--- src/hdl/ppm_pkg.sv ---
// Constants and carrier types for the PROM programmer controller.
// Assumes a 100 MHz system clock driving every timing count.
package ppm_pkg;
  localparam int          PPM_CLK_MHZ       = 100;
  localparam int          PPM_PULSE_US      = 100;
  localparam int          PPM_PULSE_CYC     = PPM_PULSE_US * PPM_CLK_MHZ;
  localparam int          PPM_SETUP_CYC     = 4;
  localparam int          PPM_MAX_TRIES     = 10;
  localparam int          PPM_ADDR_W        = 17;
  localparam int          PPM_DATA_W        = 8;
  localparam int          PPM_PAGE_BYTES    = 4;
  localparam logic [3:0]  PPM_TRIES_W4      = 4'hA;

  typedef enum logic [1:0] {
    PPM_OP_READ,
    PPM_OP_BYTE,
    PPM_OP_PAGE
  } ppm_op_type;

  typedef struct packed {
    ppm_op_type                     op;
    logic [PPM_ADDR_W-1:0]          addr;
    logic [PPM_PAGE_BYTES*PPM_DATA_W-1:0] data;
  } ppm_req_type;

  typedef struct packed {
    logic                  chip_sel_n;
    logic                  out_gate_n;
    logic                  program_strobe_n;
    logic                  data_oe;
    logic [PPM_ADDR_W-1:0] addr;
    logic [PPM_DATA_W-1:0] data;
  } ppm_pins_type;
endpackage

--- src/hdl/ppm_timer.sv ---
// Cycle down-counter used for pin setup and program pulse widths.
// Assumes the caller loads it only while it is idle.
`timescale 1ns/10ps
module ppm_timer
  import ppm_pkg::*;
#(
  parameter int W = 16
) (
  input  wire logic         sys_clk_i,
  input  wire logic         rst_n_i,
  input  wire logic         load_i,
  input  wire logic [W-1:0] count_i,
  output logic              done_o
);
  logic [W-1:0] cnt_r;

  initial begin
    if (W < 2) $error("Timer width too small.");
  end

  always_ff @(posedge sys_clk_i or negedge rst_n_i) begin
    if (!rst_n_i) begin
      cnt_r <= '0;
    end else if (load_i) begin
      cnt_r <= count_i;
    end else if (cnt_r != '0) begin
      cnt_r <= cnt_r - W'(1);
    end
  end

  // Done depends only on the count so that a caller may load from it.
  assign done_o = (cnt_r == '0);
endmodule

--- src/hdl/ppm_host.sv ---
// PROM programmer controller that drives the device pins in program mode.
// Holds the device reset low itself once out of reset; assumes the programming supply is on.
`timescale 1ns/10ps
module ppm_host
  import ppm_pkg::*;
#(
  parameter int PULSE_CYC = PPM_PULSE_CYC,
  parameter int SETUP_CYC = PPM_SETUP_CYC
) (
  input  wire logic                  sys_clk_i,
  input  wire logic                  rst_n_i,
  input  wire logic                  req_valid_i,
  input  wire ppm_req_type           req_i,
  output logic                       req_ready_o,
  output logic                       done_o,
  output logic                       fail_o,
  output logic [PPM_PAGE_BYTES*PPM_DATA_W-1:0] rdata_o,
  output logic                       prom_reset_n_o,
  output logic                       chip_sel_n_o,
  output logic                       out_gate_n_o,
  output logic                       program_strobe_n_o,
  output logic [PPM_ADDR_W-1:0]      prom_address_lines_o,
  output logic [PPM_DATA_W-1:0]      prom_data_lines_o,
  output logic                       prom_data_lines_oe_o,
  input  wire logic [PPM_DATA_W-1:0] prom_data_lines_i
);
  initial begin
    if (PULSE_CYC < 1 || PULSE_CYC > 65535) $error("Bad pulse count.");
    if (SETUP_CYC < 2 || SETUP_CYC > 65535) $error("Bad setup count.");
  end

  typedef enum logic [3:0] {
    ST_IDLE, ST_LATCH, ST_LATCH_HOLD, ST_PULSE_SET, ST_PULSE,
    ST_VFY_SET, ST_VFY, ST_READ_ADDR, ST_READ, ST_FINISH
  } ppm_state_type;

  ////////////////////////////////////////////////////////////////////////////
  ppm_state_type         state_r;
  ppm_req_type           req_r;
  logic [1:0]            idx_r;
  logic [3:0]            tries_r;
  logic                  bad_r;
  logic [PPM_DATA_W-1:0] sync1_r;
  logic [PPM_DATA_W-1:0] sync2_r;
  ppm_pins_type          pins_r;
  logic                  tmr_load;
  logic [15:0]           tmr_count;
  logic                  tmr_done;
  logic [1:0]            last_idx;

  function automatic logic [PPM_DATA_W-1:0] byte_of(
    input logic [PPM_PAGE_BYTES*PPM_DATA_W-1:0] w, input logic [1:0] i);
    byte_of = w[i*PPM_DATA_W +: PPM_DATA_W];
  endfunction

  assign last_idx = (req_r.op == PPM_OP_PAGE) ? 2'h3 : 2'h0;

  ppm_timer #(.W(16)) u_timer (
    .sys_clk_i (sys_clk_i),
    .rst_n_i   (rst_n_i),
    .load_i    (tmr_load),
    .count_i   (tmr_count),
    .done_o    (tmr_done)
  );

  ////////////////////////////////////////////////////////////////////////////
  // Input data bus passes two flip-flops before comparison.
  always_ff @(posedge sys_clk_i or negedge rst_n_i) begin
    if (!rst_n_i) begin
      sync1_r <= 8'h00;
      sync2_r <= 8'h00;
    end else begin
      sync1_r <= prom_data_lines_i;
      sync2_r <= sync1_r;
    end
  end

  ////////////////////////////////////////////////////////////////////////////
  // Timer loads on each state entry that needs a wait.
  always_comb begin
    tmr_load  = 1'b0;
    tmr_count = 16'(SETUP_CYC);
    if (tmr_done) begin
      unique case (state_r)
        ST_IDLE: tmr_load = req_valid_i;
        ST_LATCH, ST_VFY_SET, ST_READ_ADDR: tmr_load = 1'b1;
        ST_LATCH_HOLD: tmr_load = 1'b1;
        ST_PULSE_SET: begin
          tmr_load  = 1'b1;
          tmr_count = 16'(PULSE_CYC - 1);
        end
        ST_PULSE, ST_VFY, ST_READ: tmr_load = 1'b1;
        ST_FINISH: tmr_load = bad_r && (tries_r < PPM_TRIES_W4);
      endcase
    end
  end

  ////////////////////////////////////////////////////////////////////////////
  // Sequencer and pin drive.
  always_ff @(posedge sys_clk_i or negedge rst_n_i) begin
    if (!rst_n_i) begin
      state_r <= ST_IDLE;
      req_r   <= '0;
      idx_r   <= 2'h0;
      tries_r <= 4'h0;
      bad_r   <= 1'b0;
      rdata_o <= '0;
      done_o  <= 1'b0;
      fail_o  <= 1'b0;
      pins_r  <= '{chip_sel_n: 1'b1, out_gate_n: 1'b1,
                   program_strobe_n: 1'b1, data_oe: 1'b0,
                   addr: '0, data: 8'h00};
    end else begin
      done_o <= 1'b0;
      if (tmr_done) begin
        unique case (state_r)
          ST_IDLE: begin
            if (req_valid_i) begin
              req_r          <= req_i;
              idx_r          <= 2'h0;
              tries_r        <= 4'h0;
              fail_o         <= 1'b0;
              pins_r.addr    <= req_i.addr;
              pins_r.program_strobe_n <= 1'b1;
              if (req_i.op == PPM_OP_READ) begin
                pins_r.chip_sel_n <= 1'b0;
                pins_r.out_gate_n <= 1'b1;
                pins_r.data_oe    <= 1'b0;
                state_r           <= ST_READ_ADDR;
              end else if (req_i.op == PPM_OP_PAGE) begin
                pins_r.chip_sel_n <= 1'b1;
                pins_r.out_gate_n <= 1'b0;
                pins_r.data_oe    <= 1'b1;
                pins_r.data       <= byte_of(req_i.data, 2'h0);
                state_r           <= ST_LATCH;
              end else begin
                pins_r.chip_sel_n <= 1'b0;
                pins_r.out_gate_n <= 1'b1;
                pins_r.data_oe    <= 1'b1;
                pins_r.data       <= byte_of(req_i.data, 2'h0);
                state_r           <= ST_PULSE_SET;
              end
            end
          end
          ST_LATCH: begin
            pins_r.data_oe <= 1'b1;
            state_r        <= ST_LATCH_HOLD;
          end
          ST_LATCH_HOLD: begin
            if (idx_r == 2'h3) begin
              pins_r.addr       <= req_r.addr;
              pins_r.out_gate_n <= 1'b1;
              pins_r.data_oe    <= 1'b0;
              idx_r             <= 2'h0;
              state_r           <= ST_PULSE_SET;
            end else begin
              idx_r       <= idx_r + 2'h1;
              pins_r.addr <= req_r.addr + PPM_ADDR_W'(idx_r + 2'h1);
              pins_r.data <= byte_of(req_r.data, idx_r + 2'h1);
              state_r     <= ST_LATCH;
            end
          end
          ST_PULSE_SET: begin
            pins_r.program_strobe_n <= 1'b0;
            tries_r                 <= tries_r + 4'h1;
            bad_r                   <= 1'b0;
            state_r                 <= ST_PULSE;
          end
          ST_PULSE: begin
            pins_r.program_strobe_n <= 1'b1;
            pins_r.data_oe          <= 1'b0;
            pins_r.chip_sel_n       <= 1'b0;
            pins_r.addr             <= req_r.addr;
            idx_r                   <= 2'h0;
            state_r                 <= ST_VFY_SET;
          end
          ST_VFY_SET: begin
            pins_r.out_gate_n <= 1'b0;
            state_r           <= ST_VFY;
          end
          ST_VFY: begin
            if (sync2_r != byte_of(req_r.data, idx_r)) bad_r <= 1'b1;
            pins_r.out_gate_n <= 1'b1;
            if (idx_r != last_idx) begin
              idx_r       <= idx_r + 2'h1;
              pins_r.addr <= req_r.addr + PPM_ADDR_W'(idx_r + 2'h1);
              state_r     <= ST_VFY_SET;
            end else begin
              state_r <= ST_FINISH;
            end
          end
          ST_READ_ADDR: begin
            pins_r.out_gate_n <= 1'b0;
            state_r           <= ST_READ;
          end
          ST_READ: begin
            rdata_o           <= {24'h000000, sync2_r};
            pins_r.out_gate_n <= 1'b1;
            pins_r.chip_sel_n <= 1'b1;
            done_o            <= 1'b1;
            state_r           <= ST_IDLE;
          end
          ST_FINISH: begin
            if (bad_r && tries_r < PPM_TRIES_W4) begin
              pins_r.data_oe <= (req_r.op != PPM_OP_PAGE);
              pins_r.addr    <= req_r.addr;
              pins_r.data    <= byte_of(req_r.data, 2'h0);
              if (req_r.op == PPM_OP_PAGE) begin
                pins_r.chip_sel_n <= 1'b1;
              end
              state_r <= ST_PULSE_SET;
            end else begin
              fail_o            <= bad_r;
              done_o            <= 1'b1;
              pins_r.chip_sel_n <= 1'b1;
              state_r           <= ST_IDLE;
            end
          end
        endcase
      end
    end
  end

  ////////////////////////////////////////////////////////////////////////////
  always_ff @(posedge sys_clk_i or negedge rst_n_i) begin
    if (!rst_n_i) begin
      req_ready_o    <= 1'b0;
      prom_reset_n_o <= 1'b1;
    end else begin
      req_ready_o    <= (state_r == ST_IDLE) && tmr_done && !tmr_load &&
                        !req_valid_i;
      prom_reset_n_o <= 1'b0;
    end
  end

  assign chip_sel_n_o         = pins_r.chip_sel_n;
  assign out_gate_n_o         = pins_r.out_gate_n;
  assign program_strobe_n_o   = pins_r.program_strobe_n;
  assign prom_address_lines_o = pins_r.addr;
  assign prom_data_lines_o    = pins_r.data;
  assign prom_data_lines_oe_o = pins_r.data_oe;
endmodule

--- config.mk ---
export PLATFORM = sky130hd
export DESIGN_NAME = ppm_host
export DESIGN_NICKNAME = d
export VERILOG_FILES = /design/src/hdl/ppm_pkg.sv /design/src/hdl/ppm_timer.sv /design/src/hdl/ppm_host.sv
export SDC_FILE = /design/constraint.sdc
export NUM_CORES = 1
export LEC_CHECK = 0
export ABC_AREA = 1
export BUFFER_PORTS_ARGS = -buffer_cell sky130_fd_sc_hd__buf_4
export CAP_MARGIN = 20
export CORE_MARGIN = 3
export CORE_UTILIZATION = 60
export CTS_CLUSTER_DIAMETER = 60
export DETAILED_ROUTE_END_ITERATION = 10
export GPL_TIMING_DRIVEN = 0
export PLACE_DENSITY = 0.84
export SYNTH_ARGS = -nofsm -noshare
export SYNTH_HDL_FRONTEND = slang
export SYNTH_SLANG_ARGS = --single-unit
--- constraint.sdc ---
create_clock -name sys_clk_i -period 4.3 [get_ports sys_clk_i]
set_input_delay 0.43 -clock sys_clk_i [delete_from_list [all_inputs] [get_ports sys_clk_i]]
set_output_delay 0.43 -clock sys_clk_i [all_outputs]
set_load 0.05 [all_outputs]
==> summary.md, run 1 <==
| Metric | Value |
|---|---|
| Flip-flop and latch count after synthesis | `135` |
| Post-detailed-route DRC marker count | `0` |
| Total grt overflow | `0` |
| Max-cap check violation count | `0` |
| Critical hold path startpoint | `prom_data_lines_i[3]` |
| Port Buffers | `102` |
| Share of the synthesized netlist area taken by xor and xnor gates | `1.27%` |
| Largest family of logic cells by synthesized area | `simple AND/OR/NAND/NOR gates` |
| Clock tree from TritonCTS | `built` |
| Clock root cell | `clkbuf_16` |
| Cell repeated most along the worst path | `buf_2` |
| Rows | `40` |
| Adder and majority cell fraction of the synthesized area | `1.42%` |
| R2R depth | `14` |
| # resized after CTS | `0` |
| Final Hold Violating Endpoints | `0` |
| # nets final | `~1,200` |
| Mux share of post-synthesis cell area | `0%` |
| IO Pins | `127` |
| CP cell instances | `buf_2 > clkinv_1 > buf_2 > buf_2 > ha_1 > inv_1 > fa_1 > nand3_1 > inv_1 > or2_2 > nand3_1 > nand2_1 > a21oi_1 > o21ai_1` |
| Time the final worst path needs with I/O delays and setup | `2.88 ns` |
| Highest attainable clock frequency | `347 MHz` |
| Vias per cell | `around 5.4` |
| Buffer levels on the longest clock path | `2` |
| Avg Synthesized Cell Area | `7.39 sq um` |
| Result of the run | `complete, no violations` |
| Post-route setup slack | `1.42 ns` |
| Fraction of synthesis flops using an asynchronous set or reset pin | `100%` |
| Number of buffers inserted by post-CTS setup repair | `0` |
| Min-Delay Path Class | `input pin to flip-flop` |
| Area growth, synth to finish | `22.4%` |
| Final setup fails | `0` |
| Final worst clock skew | `around 0.0075 ns` |
| Rel. slew slack | `65.7%` |
| Power per standard cell area | `317 nW/um^2` |
| Number of buffers added by the clock tree synthesis step | `17` |
| Arrival time of data at the critical path endpoint | `roughly 3.2 ns` |
| Detailed Routing Iterations Pass 1 | `5` |
| VDD IR max | `0.000314 V` |
| Capturing point of the worst reg2reg path | `prom_address_lines_o[4]` |
| Routed wire length per instance | `14.9 um` |
| Post-Synthesis Cells | `1,027` |
| Utilization of the core after routing | `about 76%` |
| Cell count of the worst hold path | `1` |
| EDFF count, synth | `0` |
| Clock slew at reported path FFs | `0.06 ns` |
| Maximum number of pins on one net before global-route repair | `91` |
| Initial Util | `62.4%` |
| Hpwl dp | `14,600 um` |
| Pre-CTS WS | `1.48 ns` |
| CP Capture Type | `flip-flop` |
| Vias after detailed routing | `about 7,300` |
| CTS HTree Levels | `4` |
| Die boundary height | `118 um` |
| Flop2flop setup slack | `around 1.4 ns` |
| Antenna violations before repair | `0` |
| Highest fanout seen on the critical path | `11` |
| Core outline area | `~12,000 sq um` |
| Gp weighted congestion | `~0.94` |
| Die Footprint | `approximately 14,000 sq um` |
| Synth Warn # | `0` |
| Number of distinct standard cells referenced by the synthesized netlist | `42` |
| Part of the Yosys area used for sequential elements | `44.6%` |
| Leakage dissipation | `4.79 nW` |
| Sinks on Clock Net | `135` |
| Gr usage total | `29.5%` |
| Setup total negative slack | `0 ns` |
| Worst r2r src | `idx_r[0]` |
| Required time at the endpoint of the critical path | `4.61 ns` |
| Number of DRC markers after the initial detailed-route iteration | `698` |
| Number of diodes | `0` |
| Share of layout cells above drive strength 1 | `19.1%` |
| Number of global-route vias before repair | `6,891` |
| Count of final max-slew check failures | `0` |
| Setup crit start kind | `flip-flop` |
| Die width | `118 um` |
| Total wire length after detailed routing | `20,200 um` |
| Count of antenna-violating nets left after detailed routing | `0` |
| Syn Std Cell Area | `between 7000 and 8000 sq um` |
| Area share of and/or/nand/nor cells after synthesis | `32.3%` |
| Most used DFF post-synth | `dfrtp_1` |
| First-pass GRT wire length | `about 33,000 um` |
| Master of the slowest instance on the critical path | `fa_1` |
| Final worst path period share | `66.9%` |
| Source-to-sink clock delay at the later pin of the worst-skew pair | `approximately 0.43 ns` |
| Area fraction in compound gates after synthesis | `9.20%` |
| Slowest Stage Delay on Critical Path | `0.40 ns` |
| Slew at the pin closest to its max-slew limit | `0.515 ns` |
| RSZ-0062 raised after global routing | `false` |
| Critical Setup Path Class | `flip-flop to flip-flop` |
| Capture endpoint of the worst hold path | `sync1_r[3]` |
==> worst max-delay path, delay by kind of cell, from the launching register on <==
kind / cells / cell delay, ns
fa+ha+maj: 2 / 0.58
simple gates: 4 / 0.57
buf+inv: 6 / 1.02
flops: 1 / 0.38
compound gates: 2 / 0.19
==> how the worst max path moves through the flow <==
stage                     slack [ns]      from                  endpoint  depth (start not counted)
after floorplan                 1.85  idx_r[0]   prom_address_lines_o[4]                         14
after global placement          1.50  idx_r[0]   prom_address_lines_o[4]                         14
after detailed placement        1.48  idx_r[0]   prom_address_lines_o[4]                         14
after CTS                       1.46  idx_r[0]   prom_address_lines_o[4]                         14
after global routing            1.21  idx_r[0]  prom_address_lines_o[10]                         14
final                           1.42  idx_r[0]   prom_address_lines_o[4]                         14
==> repair_timing <==
item,4_1_cts,5_1_grt
endpoints found under the setup margin,0,0
hold buffers,1,0
hold endpoints to repair,43,0
==> cell type report <==
type / instances / area (sq um)
plain buffers: 53 / 387
clock buffers: 17 / 425
clock inverters: 15 / 169
fillers: 995 / 2870
inverters: 121 / 460
multi-input cells: 742 / 3450
flip-flops and latches: 135 / 3380
well taps: 168 / 210
repair buffers: 104 / 807
==> synthesized netlist by cell type (all sizes together), types with 3 or more instances <==
cell type	number	area share [%]
clkinv	3	0.16
o211ai	5	0.49
dfrtp	131	43
o21bai	6	0.59
ha	7	1.2
inv	118	5.9
dfstp	4	1.4
a21oi	17	1.1
nor3	13	0.92
a31oi	3	0.25
nand4	10	0.82
buf	46	4.7
xor2	11	1.3
o21ai	95	6.4
clkbuf	7	0.36
nor2	77	4.5
nand3	113	7.6
nand2	349	18
==> cell families after synthesis <==
group	Yosys count
AND/OR/NAND/NOR	568
buffers and inverters	174
flip-flops	135
AO/OA/AOI/OAI	130
XOR/XNOR	11
adder cells (fa/ha/maj)	8
other	1
==> layout by cell type, fill, tap and decap left out, types with 3 or more instances in the layout <==
| cell type | count |
|---|---|
| clkbuf_1 | 6 |
| dfstp_2 | 4 |
| clkinv_2 | 3 |
| nor2_2 | 10 |
| nand2_1 | 339 |
| inv_2 | 7 |
| clkbuf_16 | 17 |
| buf_2 | 8 |
| o21bai_1 | 6 |
| o211ai_1 | 5 |
| nand3_1 | 111 |
| o21ai_1 | 51 |
| o21ai_0 | 42 |
| inv_1 | 109 |
| buf_6 | 11 |
| xor2_1 | 11 |
| conb_1 | 25 |
| nor3_1 | 12 |
| nand4_1 | 10 |
| nand2_2 | 8 |
| a31oi_1 | 3 |
| a21oi_1 | 17 |
| dfrtp_1 | 131 |
| ha_1 | 7 |
| buf_4 | 128 |
| nor2_1 | 63 |
| nor2_4 | 4 |
| inv_6 | 5 |
==> power by group <==
group          switching (mW)  internal [mW]
clock network           0.606          0.868
logic                   0.117         0.0684
registers             0.00605           1.28
==> per-stage QoR <==
step	total power, mW	cell area (sq um)	hold slack (ns)	cells
final	2.95	9290	0.103	1355
after global routing	3.03	9290	0.0926	1355
after CTS	2.95	9290	0.0999	1355
after detailed placement	1.49	8680	0.335	1322
after global placement	1.49	8650	0.332	1321
after floorplan	1.41	7680	0.134	1051
==> state kept, by name, summed over array words and instances, names as in the netlist, 2 cells and up <==
register / flops
tries_r: 4
state_r: 4
sync2_r: 8
req_r: 51
prom_data_lines_o: 8
sync1_r: 8
idx_r: 2
rdata_o: 8
prom_address_lines_o: 17
u_timer.cnt_r: 16
==> per-layer routing <==
layer | wire, um | up-vias | global-route usage [%]
met4 | 442 | 0 | 10.1
met3 | 1270 | 40 | 5.36
li1 | - | 3522 | -
met5 | 0 | - | 0
met1 | 8380 | 3398 | 38.1
met2 | 10100 | 290 | 50.0
No activity file was read; power rests on OpenSTA's default activity.
==> run 2: changes to the inputs <==
--- a/config.mk
+++ b/config.mk
@@ -5,15 +5,15 @@
 export SDC_FILE = /design/constraint.sdc
 export NUM_CORES = 1
 export LEC_CHECK = 0
-export ABC_AREA = 1
+export ABC_AREA = 0
 export BUFFER_PORTS_ARGS = -buffer_cell sky130_fd_sc_hd__buf_4
 export CAP_MARGIN = 20
 export CORE_MARGIN = 3
-export CORE_UTILIZATION = 60
+export CORE_UTILIZATION = 57
 export CTS_CLUSTER_DIAMETER = 60
 export DETAILED_ROUTE_END_ITERATION = 10
 export GPL_TIMING_DRIVEN = 0
-export PLACE_DENSITY = 0.84
+export PLACE_DENSITY = 0.81
 export SYNTH_ARGS = -nofsm -noshare
 export SYNTH_HDL_FRONTEND = slang
 export SYNTH_SLANG_ARGS = --single-unit
==> constraint.sdc (replaced) <==
create_clock -name sys_clk_i -period 2.93 [get_ports sys_clk_i]
set_input_delay 0.293 -clock sys_clk_i [delete_from_list [all_inputs] [get_ports sys_clk_i]]
set_output_delay 0.293 -clock sys_clk_i [all_outputs]
set_load 0.05 [all_outputs]
==> summary.md, run 2 <==
| Metric | Value |
|---|---|
| Count of antenna-violating nets left after detailed routing | `0` |
| Top register by number of flip-flops | `req_r` |
| Number of buffers inserted by post-CTS setup repair | `0` |
| Fraction of synthesis flops using an asynchronous set or reset pin | `100%` |
| Instance count after placement with tap cells included | `1,047` |
| Die Footprint | `14,100 sq um` |
| Utilization of the core after routing | `74.5%` |
| Gr usage total | `between 20 and 30%` |
| Number of diodes | `0` |
| Leading cell types in the layout, fill and taps excluded | `nand2_1, dfrtp_1, buf_4` |
| Clock slew at reported path FFs | `0.06 ns` |
| Clock root cell | `clkbuf_16` |
| Flip-flop count of the largest register after layout | `51` |
| Most common cell after layout, fill and taps aside | `nand2_1` |
| Port Buffers | `102` |
| Slew at the pin closest to its max-slew limit | `0.770 ns` |
| CTS HTree Levels | `4` |
| Critical hold path startpoint | `req_i[24]` |
| Worst r2r src | `idx_r[0]` |
| Number of DRC markers after the initial detailed-route iteration | `647` |
| Gp weighted congestion | `slightly above 0.9` |
| Total of fill cells in the finished design | `879` |
| Max-cap check violation count | `0` |
| Number of distinct standard cells referenced by the synthesized netlist | `73` |
| Avg Synthesized Cell Area | `9.64 sq um` |
| IO Pins | `approximately 130` |
| Initial Util | `between 50% and 60%` |
| Antenna violations before repair | `0` |
| Flip-flop and latch count after synthesis | `135` |
| Count of final max-slew check failures | `0` |
| Sinks on Clock Net | `135` |
| Final worst clock skew | `0.00849 ns` |
| Total wire length after detailed routing | `~20,000 um` |
| Number of buffers added by the clock tree synthesis step | `17` |
| Most frequently used cell type in the post-synthesis netlist | `nand2_1` |
| Final Hold Violating Endpoints | `0` |
| Result of the run | `complete, no violations` |
| R2R depth | `10` |
| Post-detailed-route DRC marker count | `0` |
| RSZ-0062 raised after global routing | `false` |
| Vias after detailed routing | `around 6,400` |
| Rows | `40` |
| Commonest cells in the netlist | `nand2_1, dfrtp_1, o21ai_0` |
| Part of the Yosys area used for sequential elements | `46.7%` |
| Buffer levels on the longest clock path | `2` |
| Syn Std Cell Area | `7250 sq um` |
| Number of global-route vias before repair | `about 6,400` |
| Master of the slowest instance on the critical path | `fa_1` |
| Capture endpoint of the worst hold path | `req_r[24]` |
| Die width | `119 um` |
| Highest attainable clock frequency | `380 MHz` |
| Final worst path period share | `89.8%` |
| Leakage dissipation | `4.37 nW` |
| First-pass GRT wire length | `32,700 um` |
| CP Capture Type | `flip-flop` |
| Slowest Stage Delay on Critical Path | `0.41 ns` |
| Arrival time of data at the critical path endpoint | `2.94 ns` |
| Rel. slew slack | `48.6%` |
| Cell count of the worst hold path | `3` |
| Clock tree from TritonCTS | `built` |
| Top-area cell type share of the netlist area | `45.2%` |
| Highest fanout seen on the critical path | `18` |
| Vias per cell | `5.92` |
| # nets final | `976` |
| Maximum number of pins on one net before global-route repair | `approximately 70` |
| Biggest area contributors in the synthesized netlist | `dfrtp_1, nand2_1, mux4_2, o21ai_0, buf_4` |
| Source-to-sink clock delay at the later pin of the worst-skew pair | `0.43 ns` |
| VDD IR max | `~0.00047 V` |
| Total grt overflow | `0` |
| Hpwl dp | `14,400 um` |
| Detailed Routing Iterations Pass 1 | `6` |
| Die boundary height | `119 um` |
| Setup crit start kind | `flip-flop` |
| Core outline area | `approximately 12,000 sq um` |
| Post-Synthesis Cells | `752` |
| Area leader, netlist | `dfrtp_1` |
| Final setup fails | `0` |
| Final Instance Count excl. Fillers | `1,087` |
| Capturing point of the worst reg2reg path | `prom_address_lines_o[8]` |
| Synth Warn # | `0` |
| # resized after CTS | `0` |
| Critical Setup Path Class | `flip-flop to flip-flop` |
| Area growth, synth to finish | `25.6%` |
| Time the final worst path needs with I/O delays and setup | `roughly 2.6 ns` |
| Power per standard cell area | `500 nW/um^2` |
| CP cell instances | `buf_2 > inv_1 > ha_1 > inv_1 > fa_1 > and4_1 > and4_1 > a32o_1 > a21oi_1 > o21ai_1` |
| Share of layout cells above drive strength 1 | `24.5%` |
| Most used DFF post-synth | `dfrtp_1` |
| Routed wire length per instance | `approximately 18 um` |
| Required time at the endpoint of the critical path | `about 3.2 ns` |
| EDFF count, synth | `0` |
| Min-Delay Path Class | `input pin to flip-flop` |
| Flop2flop setup slack | `0.30 ns` |
-- run 2: logic make-up (layout without fill, tap and decap cells) --
| family | Yosys count | count (layout) | synth area share [%] |
|---|---|---|---|
| simple gates | 319 | 319 | 21.3 |
| compound gates | 144 | 144 | 12.9 |
| flops | 135 | 135 | 46.7 |
| buf+inv | 80 | 223 | 5.82 |
| mux | 43 | 43 | 9.10 |
| xor+xnor | 22 | 22 | 2.66 |
| fa+ha+maj | 8 | 8 | 1.48 |
| other cells | 1 | 25 | 0.0517 |
-- run 2: area by class of cell --
| type | count | area (sq um) | share of cell area [%] |
|---|---|---|---|
| Tap cell | 168 | 210 | 2.31 |
| Buffer | 63 | 358 | 3.93 |
| Sequential cell | 135 | 3380 | 37.2 |
| Timing Repair Buffer | 112 | 887 | 9.75 |
| Multi-Input combinational cell | 561 | 3530 | 38.8 |
| Clock inverter | 13 | 216 | 2.38 |
| Inverter | 16 | 60.1 | 0.660 |
| Clock buffer | 19 | 453 | 4.98 |
-- run 2: critical path: cells and delay by family (launching register included) --
| kind | cells | cell delay, ns |
|---|---|---|
| adders and majority gates | 2 | 0.58 |
| DFF | 1 | 0.37 |
| and+or+nand+nor | 2 | 0.56 |
| buffers and inverters | 3 | 0.53 |
| AOI/OAI and AO/OA | 3 | 0.48 |
-- run 2: repair_timing --
action                                  CTS  global route
endpoints found under the setup margin    7             0
hold buffers                              9             0
hold endpoints to repair                 72             0
-- run 2: power by group --
| part | total, mW | internal [mW] | switching [mW] |
|---|---|---|---|
| clock | 2.42 | 1.57 | 0.855 |
| sequential | 1.89 | 1.88 | 0.00782 |
| combinational | 0.242 | 0.0974 | 0.145 |
| total | 4.55 | 3.54 | 1.01 |
-- run 2: worst max-delay path by stage --
stage	from	to	slack, ns
final	idx_r[0]	prom_address_lines_o[8]	0.30
after global routing	idx_r[0]	prom_address_lines_o[16]	0.08
after CTS	idx_r[0]	prom_address_lines_o[8]	0.30
after detailed placement	idx_r[0]	prom_address_lines_o[16]	-0.15
after global placement	idx_r[0]	prom_address_lines_o[16]	-0.01
after floorplan	idx_r[0]	prom_address_lines_o[8]	0.43
-- run 2: metrics by stage --
stage | setup TNS (ns) | area (sq um) | power, mW | worst slack (ns) | hold WS (ns)
after floorplan | 0 | 7340 | 2.03 | 0.433 | -0.00259
after global placement | -0.0190 | 8310 | 2.14 | -0.0143 | 0.332
after detailed placement | -0.477 | 8340 | 2.15 | -0.146 | 0.335
after CTS | 0 | 9100 | 4.56 | 0.297 | 0.0493
after global routing | 0 | 9100 | 4.67 | 0.0803 | 0.0569
final | 0 | 9100 | 4.55 | 0.299 | 0.0590
-- run 2: layer usage --
layer | GRT usage, % | up-vias | wire length, um
met5 | 0 | - | 0
met4 | 9.99 | 0 | 415
met3 | 7.03 | 44 | 1660
met2 | 45.8 | 339 | 9600
met1 | 39.8 | 3141 | 8240
li1 | - | 2916 | -
